<file path="config.mk">
export PLATFORM = sky130hd
export DESIGN_NAME = usbg_core
export DESIGN_NICKNAME = d
export VERILOG_FILES = /design/src/common/usbg_pkg.sv /design/src/rtl/usbg_prescaler.sv /design/src/rtl/usbg_divisor.sv /design/src/rtl/usbg_core.sv
export VERILOG_INCLUDE_DIRS = /design/src /design/src/common
export SDC_FILE = /design/constraint.sdc
export NUM_CORES = 1
export LEC_CHECK = 0
export ABC_AREA = 1
export BUFFER_PORTS_ARGS = -buffer_cell sky130_fd_sc_hd__buf_2
export CAP_MARGIN = 30
export CORE_UTILIZATION = 38
export DETAILED_ROUTE_END_ITERATION = 8
export PLACE_DENSITY = 0.64
export SYNTH_ARGS = -nofsm -noshare
export SYNTH_HDL_FRONTEND = slang
export SYNTH_SLANG_ARGS = --single-unit
</file>
<file path="constraint.sdc">
create_clock -name pclk -period 2.4 [get_ports pclk]
set_clock_uncertainty 0.05 [all_clocks]
set_input_delay 0 -clock pclk [delete_from_list [all_inputs] [get_ports pclk]]
set_output_delay 0 -clock pclk [all_outputs]
set_load 0.02 [all_outputs]
</file>
<file path="src/common/usbg_defines.svh">
// Register offsets, field positions, reset values and timing counts for the USART support block
`ifndef USBG_DEFINES_SVH
`define USBG_DEFINES_SVH

// Register byte offsets on APB
`define USBG_OFF_PRESCALE 12'h000
`define USBG_OFF_DIVLOW 12'h004
`define USBG_OFF_CTRL 12'h008
`define USBG_OFF_RXCTRL 12'h00c
`define USBG_OFF_IRQCTRL 12'h010
`define USBG_OFF_TXBUF 12'h014
`define USBG_OFF_RXBUF 12'h018
`define USBG_OFF_POWER 12'h01c

// Prescale select register fields
`define USBG_PSEL_MSB 7
`define USBG_PSEL_LSB 3
`define USBG_DIVHI_MSB 2

// Control register fields
`define USBG_CTRL_TX_NINTH_BIT 0
`define USBG_CTRL_CHAR_LEN_SEL_LO 1
`define USBG_CTRL_CHAR_LEN_SEL_HI 2
`define USBG_CTRL_PEN 3
`define USBG_CTRL_TX_BUFFER_EMPTY_FLAG 4

// Receive control register fields
`define USBG_RX_OVERRUN 0
`define USBG_RX_FRAMING 1
`define USBG_RX_PARITY 2
`define USBG_RX_RX_BUFFER_FULL_FLAG 3
`define USBG_RX_ADDRESS_WAIT_SELECT 4
`define USBG_RX_RX_NINTH_BIT 5
`define USBG_RX_BITOP 6

// Irq control register fields
`define USBG_IRQ_ERI 0
`define USBG_IRQ_ETI 1
`define USBG_IRQ_SYNC 2
`define USBG_IRQ_BRK 3

// Power register fields
`define USBG_PWR_HALT 0
`define USBG_PWR_IDLE 1
`define USBG_PWR_XTAL 2
`define USBG_PWR_HELD 3

// Reset values
`define USBG_PRESCALE_RST 8'h00
`define USBG_DIVLOW_RST 8'h00

// Oversampling ratios
`define USBG_OVS_ASYNC 5'h10
`define USBG_OVS_SYNC 5'h02

// Oscillator settle time in instruction cycles, 1 cycle = 1 pclk here
`define USBG_SETTLE_TC 256
`define USBG_SETTLE_CYC 9'h100
`endif

</file>
<file path="src/common/usbg_pkg.sv">
// Types shared by the USART support block
package usbg_pkg;
    typedef enum logic [1:0] {
        USBG_RUN,
        USBG_SLEEP,
        USBG_SETTLE
    } usbg_pwr_t;

    typedef enum logic [1:0] {
        USBG_TX_IDLE,
        USBG_TX_SHIFT
    } usbg_tx_t;
endpackage

</file>
<file path="src/rtl/usbg_prescaler.sv">
// Half-step prescaler: divides pclk by (code+1)/2
`timescale 1ns/1ns
`default_nettype none
module usbg_prescaler (
    input wire logic pclk,
    input wire logic presetn,
    input wire logic [4:0] code,
    output logic tick
);
    // Accumulate 2 per clock, fire when reaching code+1 (factor = (code+1)/2)
    logic [5:0] acc_q;
    logic [5:0] lim;
    logic [5:0] sum;

    assign lim = {1'b0, code} + 6'h01;
    assign sum = acc_q + 6'h02;

    always_ff @(posedge pclk or negedge presetn)
    begin
        if (!presetn)
        begin
            acc_q <= 6'h00;
            tick <= 1'b0;
        end
        else if (code == 5'h00)
        begin
            acc_q <= 6'h00;
            tick <= 1'b0;
        end
        else if (sum >= lim)
        begin
            acc_q <= sum - lim;
            tick <= 1'b1;
        end
        else
        begin
            acc_q <= sum;
            tick <= 1'b0;
        end
    end
endmodule // usbg_prescaler
`default_nettype wire

</file>
<file path="src/rtl/usbg_divisor.sv">
// Eleven-bit divisor stage: one tick per stored value plus one input pulses
`timescale 1ns/1ns
`default_nettype none
module usbg_divisor (
    input wire logic pclk,
    input wire logic presetn,
    input wire logic run,
    input wire logic in_tick,
    input wire logic [10:0] nm1,
    output logic out_tick
);
    logic [10:0] cnt_q;

    always_ff @(posedge pclk or negedge presetn)
    begin
        if (!presetn)
        begin
            cnt_q <= 11'h000;
            out_tick <= 1'b0;
        end
        else if (!run)
        begin
            cnt_q <= 11'h000;
            out_tick <= 1'b0;
        end
        else if (in_tick)
        begin
            if (cnt_q >= nm1)
            begin
                cnt_q <= 11'h000;
                out_tick <= 1'b1;
            end
            else
            begin
                cnt_q <= cnt_q + 11'h001;
                out_tick <= 1'b0;
            end
        end
        else
        begin
            out_tick <= 1'b0;
        end
    end
endmodule // usbg_divisor
`default_nettype wire

</file>
<file path="src/rtl/usbg_core.sv">
// USART baud generator, low-power reinit, wake-up, loopback, attention and break
`include "usbg_defines.svh"
`timescale 1ns/1ns
`default_nettype none
module usbg_core (
    input wire logic pclk,
    input wire logic presetn,
    input wire logic psel,
    input wire logic penable,
    input wire logic pwrite,
    input wire logic [11:0] paddr,
    input wire logic [31:0] pwdata,
    output logic [31:0] prdata,
    output logic pready,
    output logic pslverr,
    input wire logic rx_data_pin,
    output logic tx_data_pin,
    output logic wakeup_req,
    output logic cpu_hold,
    output logic rx_irq,
    output logic tx_irq,
    output logic bit_tick
);
    logic [7:0] usart_prescale_select_q;
    logic [7:0] usart_divisor_low_q;
    logic tx_ninth_bit_q;
    logic char_len_sel_lo_q;
    logic char_len_sel_hi_q;
    logic parity_en_q;
    logic tx_buffer_empty_flag_q;
    logic address_wait_select_q;
    logic rx_buffer_full_flag_q;
    logic rx_ninth_bit_q;
    logic [2:0] rx_err_q;
    logic rx_irq_en_q;
    logic tx_irq_en_q;
    logic sync_mode_q;
    logic line_break_ctrl_q;
    logic xtal_q;
    logic [7:0] tx_holding_buffer_q;
    logic [7:0] rx_holding_buffer_q;
    logic [9:0] tx_shift_register_q;
    logic [8:0] rx_shift_register_q;
    usbg_pkg::usbg_pwr_t pwr_q;
    usbg_pkg::usbg_tx_t tx_st_q;
    logic [8:0] settle_q;
    logic [3:0] tx_bits_q;
    logic [4:0] tx_os_q;
    logic rx_busy_q;
    logic [3:0] rx_bits_q;
    logic [4:0] rx_os_q;
    logic rx_prev_q;

    logic wr;
    logic rd;
    logic pre_tick;
    logic os_tick;
    logic [10:0] div_nm1;
    logic [4:0] ovs;
    logic loopback;
    logic nine_bit;
    logic rx_line;
    logic tx_line;
    logic sleep_enter;
    logic rx_done;
    logic rx_accept;
    logic tx_load;

    assign wr = psel && penable && pwrite;
    assign rd = psel && penable && !pwrite;
    assign pready = 1'b1;
    assign pslverr = 1'b0;

    // divisor high bits live under the prescale select
    assign div_nm1 = {usart_prescale_select_q[`USBG_DIVHI_MSB:0], usart_divisor_low_q};
    assign ovs = sync_mode_q ? `USBG_OVS_SYNC : `USBG_OVS_ASYNC;
    assign loopback = char_len_sel_lo_q && char_len_sel_hi_q;
    assign nine_bit = char_len_sel_hi_q;
    assign tx_line = tx_shift_register_q[0];
    assign rx_line = loopback ? tx_line : rx_data_pin;
    assign tx_data_pin = line_break_ctrl_q ? 1'b0 : tx_line;
    assign sleep_enter = (pwr_q == usbg_pkg::USBG_RUN) && wr
        && (paddr == `USBG_OFF_POWER)
        && (pwdata[`USBG_PWR_HALT] || pwdata[`USBG_PWR_IDLE]);
    assign wakeup_req = (pwr_q == usbg_pkg::USBG_SLEEP) && rx_prev_q && !rx_line;
    assign cpu_hold = (pwr_q != usbg_pkg::USBG_RUN);
    assign rx_irq = rx_buffer_full_flag_q && rx_irq_en_q;
    assign tx_irq = tx_buffer_empty_flag_q && tx_irq_en_q;
    assign tx_load = (tx_st_q == usbg_pkg::USBG_TX_IDLE) && !tx_buffer_empty_flag_q && os_tick;
    // Stop bit judged mid-bit, so a low stop is seen before the line idles
    assign rx_done = rx_busy_q && os_tick && (rx_os_q == (ovs >> 1))
        && (rx_bits_q == (nine_bit ? 4'ha : 4'h9));
    // in attention mode only ninth-bit-one characters are kept
    assign rx_accept = rx_done && (!address_wait_select_q || rx_shift_register_q[8]);

    usbg_prescaler u_pre (
        .pclk(pclk),
        .presetn(presetn),
        .code(usart_prescale_select_q[`USBG_PSEL_MSB:`USBG_PSEL_LSB]),
        .tick(pre_tick)
    );

    usbg_divisor u_div (
        .pclk(pclk),
        .presetn(presetn),
        .run(usart_prescale_select_q[`USBG_PSEL_MSB:`USBG_PSEL_LSB] != 5'h00),
        .in_tick(pre_tick),
        .nm1(div_nm1),
        .out_tick(os_tick)
    );

    // Baud registers
    always_ff @(posedge pclk or negedge presetn)
    begin
        if (!presetn)
        begin
            usart_prescale_select_q <= `USBG_PRESCALE_RST;
            usart_divisor_low_q <= `USBG_DIVLOW_RST;
        end
        else if (wr && paddr == `USBG_OFF_PRESCALE)
        begin
            usart_prescale_select_q <= pwdata[7:0];
        end
        else if (wr && paddr == `USBG_OFF_DIVLOW)
        begin
            usart_divisor_low_q <= pwdata[7:0];
        end
    end

    // Read/write control bits; all but xtal_q, which halt/idle entry loads, are unaffected by halt/idle
    always_ff @(posedge pclk or negedge presetn)
    begin
        if (!presetn)
        begin
            tx_ninth_bit_q <= 1'b0;
            char_len_sel_lo_q <= 1'b0;
            char_len_sel_hi_q <= 1'b0;
            parity_en_q <= 1'b0;
            rx_irq_en_q <= 1'b0;
            tx_irq_en_q <= 1'b0;
            sync_mode_q <= 1'b0;
            line_break_ctrl_q <= 1'b0;
            xtal_q <= 1'b0;
        end
        else
        begin
            if (wr && paddr == `USBG_OFF_CTRL)
            begin
                tx_ninth_bit_q <= pwdata[`USBG_CTRL_TX_NINTH_BIT];
                char_len_sel_lo_q <= pwdata[`USBG_CTRL_CHAR_LEN_SEL_LO];
                char_len_sel_hi_q <= pwdata[`USBG_CTRL_CHAR_LEN_SEL_HI];
                parity_en_q <= pwdata[`USBG_CTRL_PEN];
            end
            if (wr && paddr == `USBG_OFF_IRQCTRL)
            begin
                rx_irq_en_q <= pwdata[`USBG_IRQ_ERI];
                tx_irq_en_q <= pwdata[`USBG_IRQ_ETI];
                sync_mode_q <= pwdata[`USBG_IRQ_SYNC];
                line_break_ctrl_q <= pwdata[`USBG_IRQ_BRK];
            end
            if (sleep_enter)
            begin
                xtal_q <= pwdata[`USBG_PWR_XTAL] && pwdata[`USBG_PWR_HALT];
            end
        end
    end

    // Attention select: software writes it, hardware clears it on an address
    always_ff @(posedge pclk or negedge presetn)
    begin
        if (!presetn)
        begin
            address_wait_select_q <= 1'b0;
        end
        else if (rx_accept && address_wait_select_q)
        begin
            address_wait_select_q <= 1'b0;
        end
        else if (wr && paddr == `USBG_OFF_RXCTRL)
        begin
            address_wait_select_q <= pwdata[`USBG_RX_ADDRESS_WAIT_SELECT];
        end
    end

    // Power state and oscillator settle
    always_ff @(posedge pclk or negedge presetn)
    begin
        if (!presetn)
        begin
            pwr_q <= usbg_pkg::USBG_RUN;
            settle_q <= 9'h000;
        end
        else
        begin
            unique case (pwr_q)
                usbg_pkg::USBG_RUN:
                begin
                    if (sleep_enter)
                    begin
                        pwr_q <= usbg_pkg::USBG_SLEEP;
                    end
                end
                usbg_pkg::USBG_SLEEP:
                begin
                    if (wakeup_req && xtal_q)
                    begin
                        pwr_q <= usbg_pkg::USBG_SETTLE;
                        settle_q <= `USBG_SETTLE_CYC - 9'h001;
                    end
                    else if (wakeup_req)
                    begin
                        pwr_q <= usbg_pkg::USBG_RUN;
                    end
                end
                usbg_pkg::USBG_SETTLE:
                begin
                    if (settle_q == 9'h000)
                    begin
                        pwr_q <= usbg_pkg::USBG_RUN;
                    end
                    else
                    begin
                        settle_q <= settle_q - 9'h001;
                    end
                end
                default:
                begin
                    pwr_q <= usbg_pkg::USBG_RUN;
                end
            endcase
        end
    end

    // Transmit path
    always_ff @(posedge pclk or negedge presetn)
    begin
        if (!presetn)
        begin
            tx_holding_buffer_q <= 8'h00;
            tx_buffer_empty_flag_q <= 1'b1;
            tx_shift_register_q <= 10'h3ff;
            tx_st_q <= usbg_pkg::USBG_TX_IDLE;
            tx_bits_q <= 4'h0;
            tx_os_q <= 5'h00;
        end
        else if (sleep_enter)
        begin
            tx_buffer_empty_flag_q <= 1'b1;
            tx_shift_register_q <= 10'h3ff;
            tx_st_q <= usbg_pkg::USBG_TX_IDLE;
            tx_bits_q <= 4'h0;
            tx_os_q <= 5'h00;
        end
        else
        begin
            if (wr && paddr == `USBG_OFF_TXBUF)
            begin
                tx_holding_buffer_q <= pwdata[7:0];
                tx_buffer_empty_flag_q <= 1'b0;
            end
            else if (tx_load)
            begin
                tx_buffer_empty_flag_q <= 1'b1;
            end
            if (tx_load)
            begin
                // Start bit, eight data, ninth bit or stop; parity not built in any mode
                tx_shift_register_q <= {nine_bit ? tx_ninth_bit_q : 1'b1,
                    tx_holding_buffer_q, 1'b0};
                tx_st_q <= usbg_pkg::USBG_TX_SHIFT;
                tx_bits_q <= 4'h0;
                tx_os_q <= 5'h00;
            end
            else if (tx_st_q == usbg_pkg::USBG_TX_SHIFT && os_tick)
            begin
                if (tx_os_q == ovs - 5'h01)
                begin
                    tx_os_q <= 5'h00;
                    tx_shift_register_q <= {1'b1, tx_shift_register_q[9:1]};
                    tx_bits_q <= tx_bits_q + 4'h1;
                    if (tx_bits_q == (nine_bit ? 4'ha : 4'h9))
                    begin
                        tx_st_q <= usbg_pkg::USBG_TX_IDLE;
                    end
                end
                else
                begin
                    tx_os_q <= tx_os_q + 5'h01;
                end
            end
        end
    end

    // Receive path; holding and shift registers survive halt/idle
    always_ff @(posedge pclk or negedge presetn)
    begin
        if (!presetn)
        begin
            rx_holding_buffer_q <= 8'h00;
            rx_shift_register_q <= 9'h000;
            rx_buffer_full_flag_q <= 1'b0;
            rx_ninth_bit_q <= 1'b0;
            rx_err_q <= 3'h0;
            rx_busy_q <= 1'b0;
            rx_bits_q <= 4'h0;
            rx_os_q <= 5'h00;
            rx_prev_q <= 1'b1;
        end
        else
        begin
            // Line history at oversampling rate, so a slow tick still sees the edge
            if (os_tick)
            begin
                rx_prev_q <= rx_line;
            end
            if (sleep_enter)
            begin
                rx_buffer_full_flag_q <= 1'b0;
                rx_ninth_bit_q <= 1'b0;
                rx_err_q <= 3'h0;
                rx_busy_q <= 1'b0;
            end
            else
            begin
                if (rx_accept)
                begin
                    rx_holding_buffer_q <= rx_shift_register_q[7:0];
                    rx_ninth_bit_q <= rx_shift_register_q[8];
                    rx_buffer_full_flag_q <= 1'b1;
                    rx_err_q[`USBG_RX_OVERRUN] <= rx_buffer_full_flag_q;
                end
                else if (rd && paddr == `USBG_OFF_RXBUF)
                begin
                    rx_buffer_full_flag_q <= 1'b0;
                end
                if (rx_done)
                begin
                    rx_err_q[`USBG_RX_FRAMING] <= !rx_line;
                end
                else if (wr && paddr == `USBG_OFF_RXCTRL && pwdata[`USBG_RX_BITOP])
                begin
                    rx_err_q <= 3'h0;
                end
                if (!rx_busy_q && rx_prev_q && !rx_line && os_tick)
                begin
                    rx_busy_q <= 1'b1;
                    rx_bits_q <= 4'h0;
                    rx_os_q <= 5'h00;
                end
                else if (rx_busy_q && os_tick)
                begin
                    if (rx_done)
                    begin
                        rx_busy_q <= 1'b0;
                    end
                    if (rx_os_q == ovs - 5'h01)
                    begin
                        rx_os_q <= 5'h00;
                        rx_bits_q <= rx_bits_q + 4'h1;
                    end
                    else
                    begin
                        rx_os_q <= rx_os_q + 5'h01;
                    end
                    // Sample mid-bit data bits
                    if (rx_os_q == (ovs >> 1) && rx_bits_q != 4'h0
                        && rx_bits_q <= (nine_bit ? 4'h9 : 4'h8))
                    begin
                        rx_shift_register_q <= nine_bit ? {rx_line, rx_shift_register_q[8:1]}
                            : {1'b0, rx_line, rx_shift_register_q[7:1]};
                    end
                end
            end
        end
    end

    // Outputs and readback
    always_ff @(posedge pclk or negedge presetn)
    begin
        if (!presetn)
        begin
            bit_tick <= 1'b0;
        end
        else
        begin
            bit_tick <= os_tick;
        end
    end

    always_comb
    begin
        prdata = 32'h0000_0000;
        unique case (paddr)
            `USBG_OFF_PRESCALE: prdata[7:0] = usart_prescale_select_q;
            `USBG_OFF_DIVLOW: prdata[7:0] = usart_divisor_low_q;
            `USBG_OFF_CTRL: prdata[4:0] = {tx_buffer_empty_flag_q, parity_en_q,
                char_len_sel_hi_q, char_len_sel_lo_q, tx_ninth_bit_q};
            `USBG_OFF_RXCTRL: prdata[5:0] = {rx_ninth_bit_q, address_wait_select_q,
                rx_buffer_full_flag_q, rx_err_q};
            `USBG_OFF_IRQCTRL: prdata[3:0] = {line_break_ctrl_q, sync_mode_q,
                tx_irq_en_q, rx_irq_en_q};
            `USBG_OFF_TXBUF: prdata[7:0] = tx_holding_buffer_q;
            `USBG_OFF_RXBUF: prdata[7:0] = rx_holding_buffer_q;
            `USBG_OFF_POWER: prdata[3:0] = {cpu_hold, xtal_q, 2'b00};
            default: prdata = 32'h0000_0000;
        endcase
    end
endmodule // usbg_core
`default_nettype wire

</file>
==> metrics.md <==
| Metric | Value |
|---|---|
| Status | `complete, no violations` |
| CP max-delay cell | `dfrtp_1` |
| Final worst-path cycle share | `0.9335` |
| CTS tree | `yes` |
| CP peak stage delay | `380 ps` |
| P&R area growth vs syn | `14.44%` |
| Syn_area_per_cell | `7.563 um^2` |
| Deepest clock path buffer count | `2` |
| Sw Share | `0.3232` |
| Sequential fraction of the synthesis area | `0.4131` |
| H-tree levels | `4` |
| Via count | `6175` |
| Total Neg Setup Slack | `0 ps` |
| Cells on worst reg2reg path | `12` |
| EDFF count, synth | `0` |
| Top delay family on crit path | `simple AND/OR/NAND/NOR gates` |
| Seq pwr share | `0.378` |
| Final layout net count | `1094` |
| I/O Pins | `90` |
| Cell variety after synth | `46` |
| Routed WL | `17500 um` |
| Crit path buf inv count | `3` |
| GP Congestion | `0.8847` |
| Vias per cell | `4.924` |
| Critical Path RT | `2660 ps` |
| Crit-path max FO | `7` |
| Top cells by area, synth | `dfrtp_1 (37%), nand2_1 (15%), inv_1 (6.0%)` |
| DRT Pass-1 Iters | `5` |
| Largest area contributor in the netlist | `dfrtp_1` |
| Total of max-cap violations | `0` |
| Die W | `139.5 um` |
| Commonest cells after routing, fill and taps aside | `nand2_1 (281), inv_1 (114), dfrtp_1 (106), nand3_1 (77), o21ai_0 (74)` |
| Post-synth top area share | `0.3692` |
| Number of global-route vias before repair | `5840` |
| Worst VDD drop | `0.7770 mV` |
| CP most frequent cell | `nand2_1` |
| Relative max-transition margin | `0.5564` |
| DRC errors left | `0` |
| Setup crit start kind | `register` |
| Hold Vio Cnt, Final | `0` |
| Pre-CTS setup slack | `207.8 ps` |
| CTS buffer count | `17` |
| Die Y | `139.5 um` |
| Clk sinks | `118` |
| Slew at the pin closest to its max-slew limit | `663.4 ps` |
| Setup CP Type | `reg2reg` |
| Global-route wire length before repair | `29380 um` |
| Post-CTS setup repair buffer count | `0` |
| Cells after Synth | `950` |
| DP HPWL | `12990 um` |
| Num rows | `49` |
| Share of post-route cells with drive strength above 1 | `0.1278` |
| PD cells | `723.4 nW/um^2` |
| Main synth FF type | `dfrtp_1` |
| Hold WC Path Type | `in2async` |
| Root buf cell | `clkbuf_16` |
| Antenna Nets Post-Route | `0` |
| Worst path depth | `12` |
| Clock-pin slew on the worst setup and hold paths | `50 ps` |
| Internal | `4.025 mW` |
| Fmax achieved | `0.4464 GHz` |
| Gr usage total | `0.1917` |
| Worst skew pair latency | `420 ps` |
| Post-synthesis cell area | `7184 um^2` |
| Die area | `19460 um^2` |
| Starting Density | `0.3932` |
| Seq cells post-synth | `118` |
| Worst-path cell chain | `inv_1, nor3_1, xor2_1, ha_1, nand2_1, inv_1, nand3b_1, nand4_1, nand2_1, nand2_1, nand2_1, inv_1` |
| Post-route setup slack | `159.7 ps` |
| RSZ-0062 raised after global routing | `no` |
| Logic pwr share | `0.236` |
| N_diodes | `0` |
| Gr ovfl total | `0` |
| WL/cell | `13.96 um` |
| Worst EP arrival | `2500 ps` |
| Synth Warn # | `0` |
| Final Max Slew Viols | `0` |
| Largest net degree at the start of global routing | `47` |
| P_leak | `4.329 nW` |
| Switching power | `1.922 mW` |
| Clock power frac | `0.386` |
| Setup-failing EPs final | `0` |
| Port Buffers | `39` |
| Core ar. | `18270 um^2` |
| Critical Path Sink Type | `register` |
| Fin crit period | `2240 ps` |
| Initial DRC count | `432` |
| Most common cell after layout, fill and taps aside | `nand2_1` |
| Initial antenna violation count | `0` |
| Async SR Flop Fraction | `1.000` |
[layout make-up]
type / instances / area [um^2]
multi-input combinational: 692 / 3553
fill: 1815 / 10050
clock buffer: 22 / 474.2
timing repair buffer: 62 / 427.9
inverter: 121 / 455.4
tap: 229 / 286.5
clock inverter: 10 / 56.30
sequential: 118 / 2968
[per-stage QoR]
stage,hold slack [ps],std cells,cell area (um^2),util,power [mW]
final,92.87,1254,8222,0.4500,5.947
after global routing,150.7,1254,8222,0.4500,6.293
after CTS,108.1,1254,8219,0.4499,5.953
after detailed placement,9.053,1209,7559,0.4137,3.650
after global placement,8.014,1209,7559,0.4137,3.616
after floorplan,-345.6,974,7274,-,3.313
[cells in the mapped netlist, types with 6 or more instances]
master and number:
o21ai_0 74, dfstp_2 12, a21oi_1 22, nand2_2 6, dfrtp_1 106, inv_1 114, buf_4 28, nand4_1 19
nand3_1 77, o21ai_1 10, nor2_1 67, nand2_1 281, buf_2 8, xor2_1 24, nor3_1 7, ha_1 31
[cell families after synthesis]
logic type,share of synthesized area
xor+xnor,0.03413
fa+ha+maj,0.05677
compound gates,0.09492
simple gates,0.2948
other cells,0.001045
buf+inv,0.1052
flops,0.4131
[power groups by stage]
| stage | logic [mW] | clock network [mW] | registers [mW] |
|---|---|---|---|
| detailed placement | 1.37 | 0 | 2.28 |
| CTS | 1.39 | 2.32 | 2.25 |
| floorplan | 1.07 | 0 | 2.24 |
| finish | 1.40 | 2.30 | 2.25 |
| global route | 1.61 | 2.42 | 2.26 |
| global placement | 1.35 | 0 | 2.27 |
[path summary, 6_finish.rpt]
check	slack, ps	startpoint	endpoint
hold reg to reg	410	tx_shift_register_q[6]	tx_shift_register_q[6]
setup / recovery	160	usart_prescale_select_q[5]	u_pre.acc_q[5]
max in group asynchronous	1510	presetn	rx_prev_q
min in group pclk	170	paddr[6]	tx_st_q[0]
setup reg to reg	160	usart_prescale_select_q[5]	u_pre.acc_q[5]
hold / removal	90	presetn	u_pre.acc_q[2]
[routing by layer]
| layer | vias up | wire [um] | track usage |
|---|---|---|---|
| li1 | 3113 | - | - |
| met5 | - | 0 | 0 |
| met4 | 0 | 367 | 0.07485 |
| met2 | 167 | 8098 | 0.3023 |
| met1 | 2864 | 8333 | 0.2614 |
| met3 | 31 | 702 | 0.03372 |
[flip-flops by register name, summed over array words and instances, names as in the netlist, 2 cells and up]
name and flops:
tx_holding_buffer_q 8, rx_holding_buffer_q 8, rx_err_q 2, settle_q 9, tx_bits_q 4, usart_prescale_select_q 8, usart_divisor_low_q 8, u_pre.acc_q 6
rx_os_q 5, rx_bits_q 4, tx_os_q 5, rx_shift_register_q 9, tx_shift_register_q 10, pwr_q 2, u_div.cnt_q 11
[what timing repair did]
action / 4_1_cts / 5_1_grt
hold buffers: 13 / 0
setup endpoints to repair: 0 / 3
endpoints found under the hold margin: 80 / 0
resized for setup: 0 / 1
[worst register-to-register path: cells and delay by family (launching register included)]
family / cells / cell delay [ps]
buffers and inverters: 3 / 190
adders and majority gates: 1 / 290
DFF: 1 / 380
xor gates and xnor gates: 1 / 190
and+or+nand+nor: 7 / 1030
No activity file was read; power rests on OpenSTA's default activity.
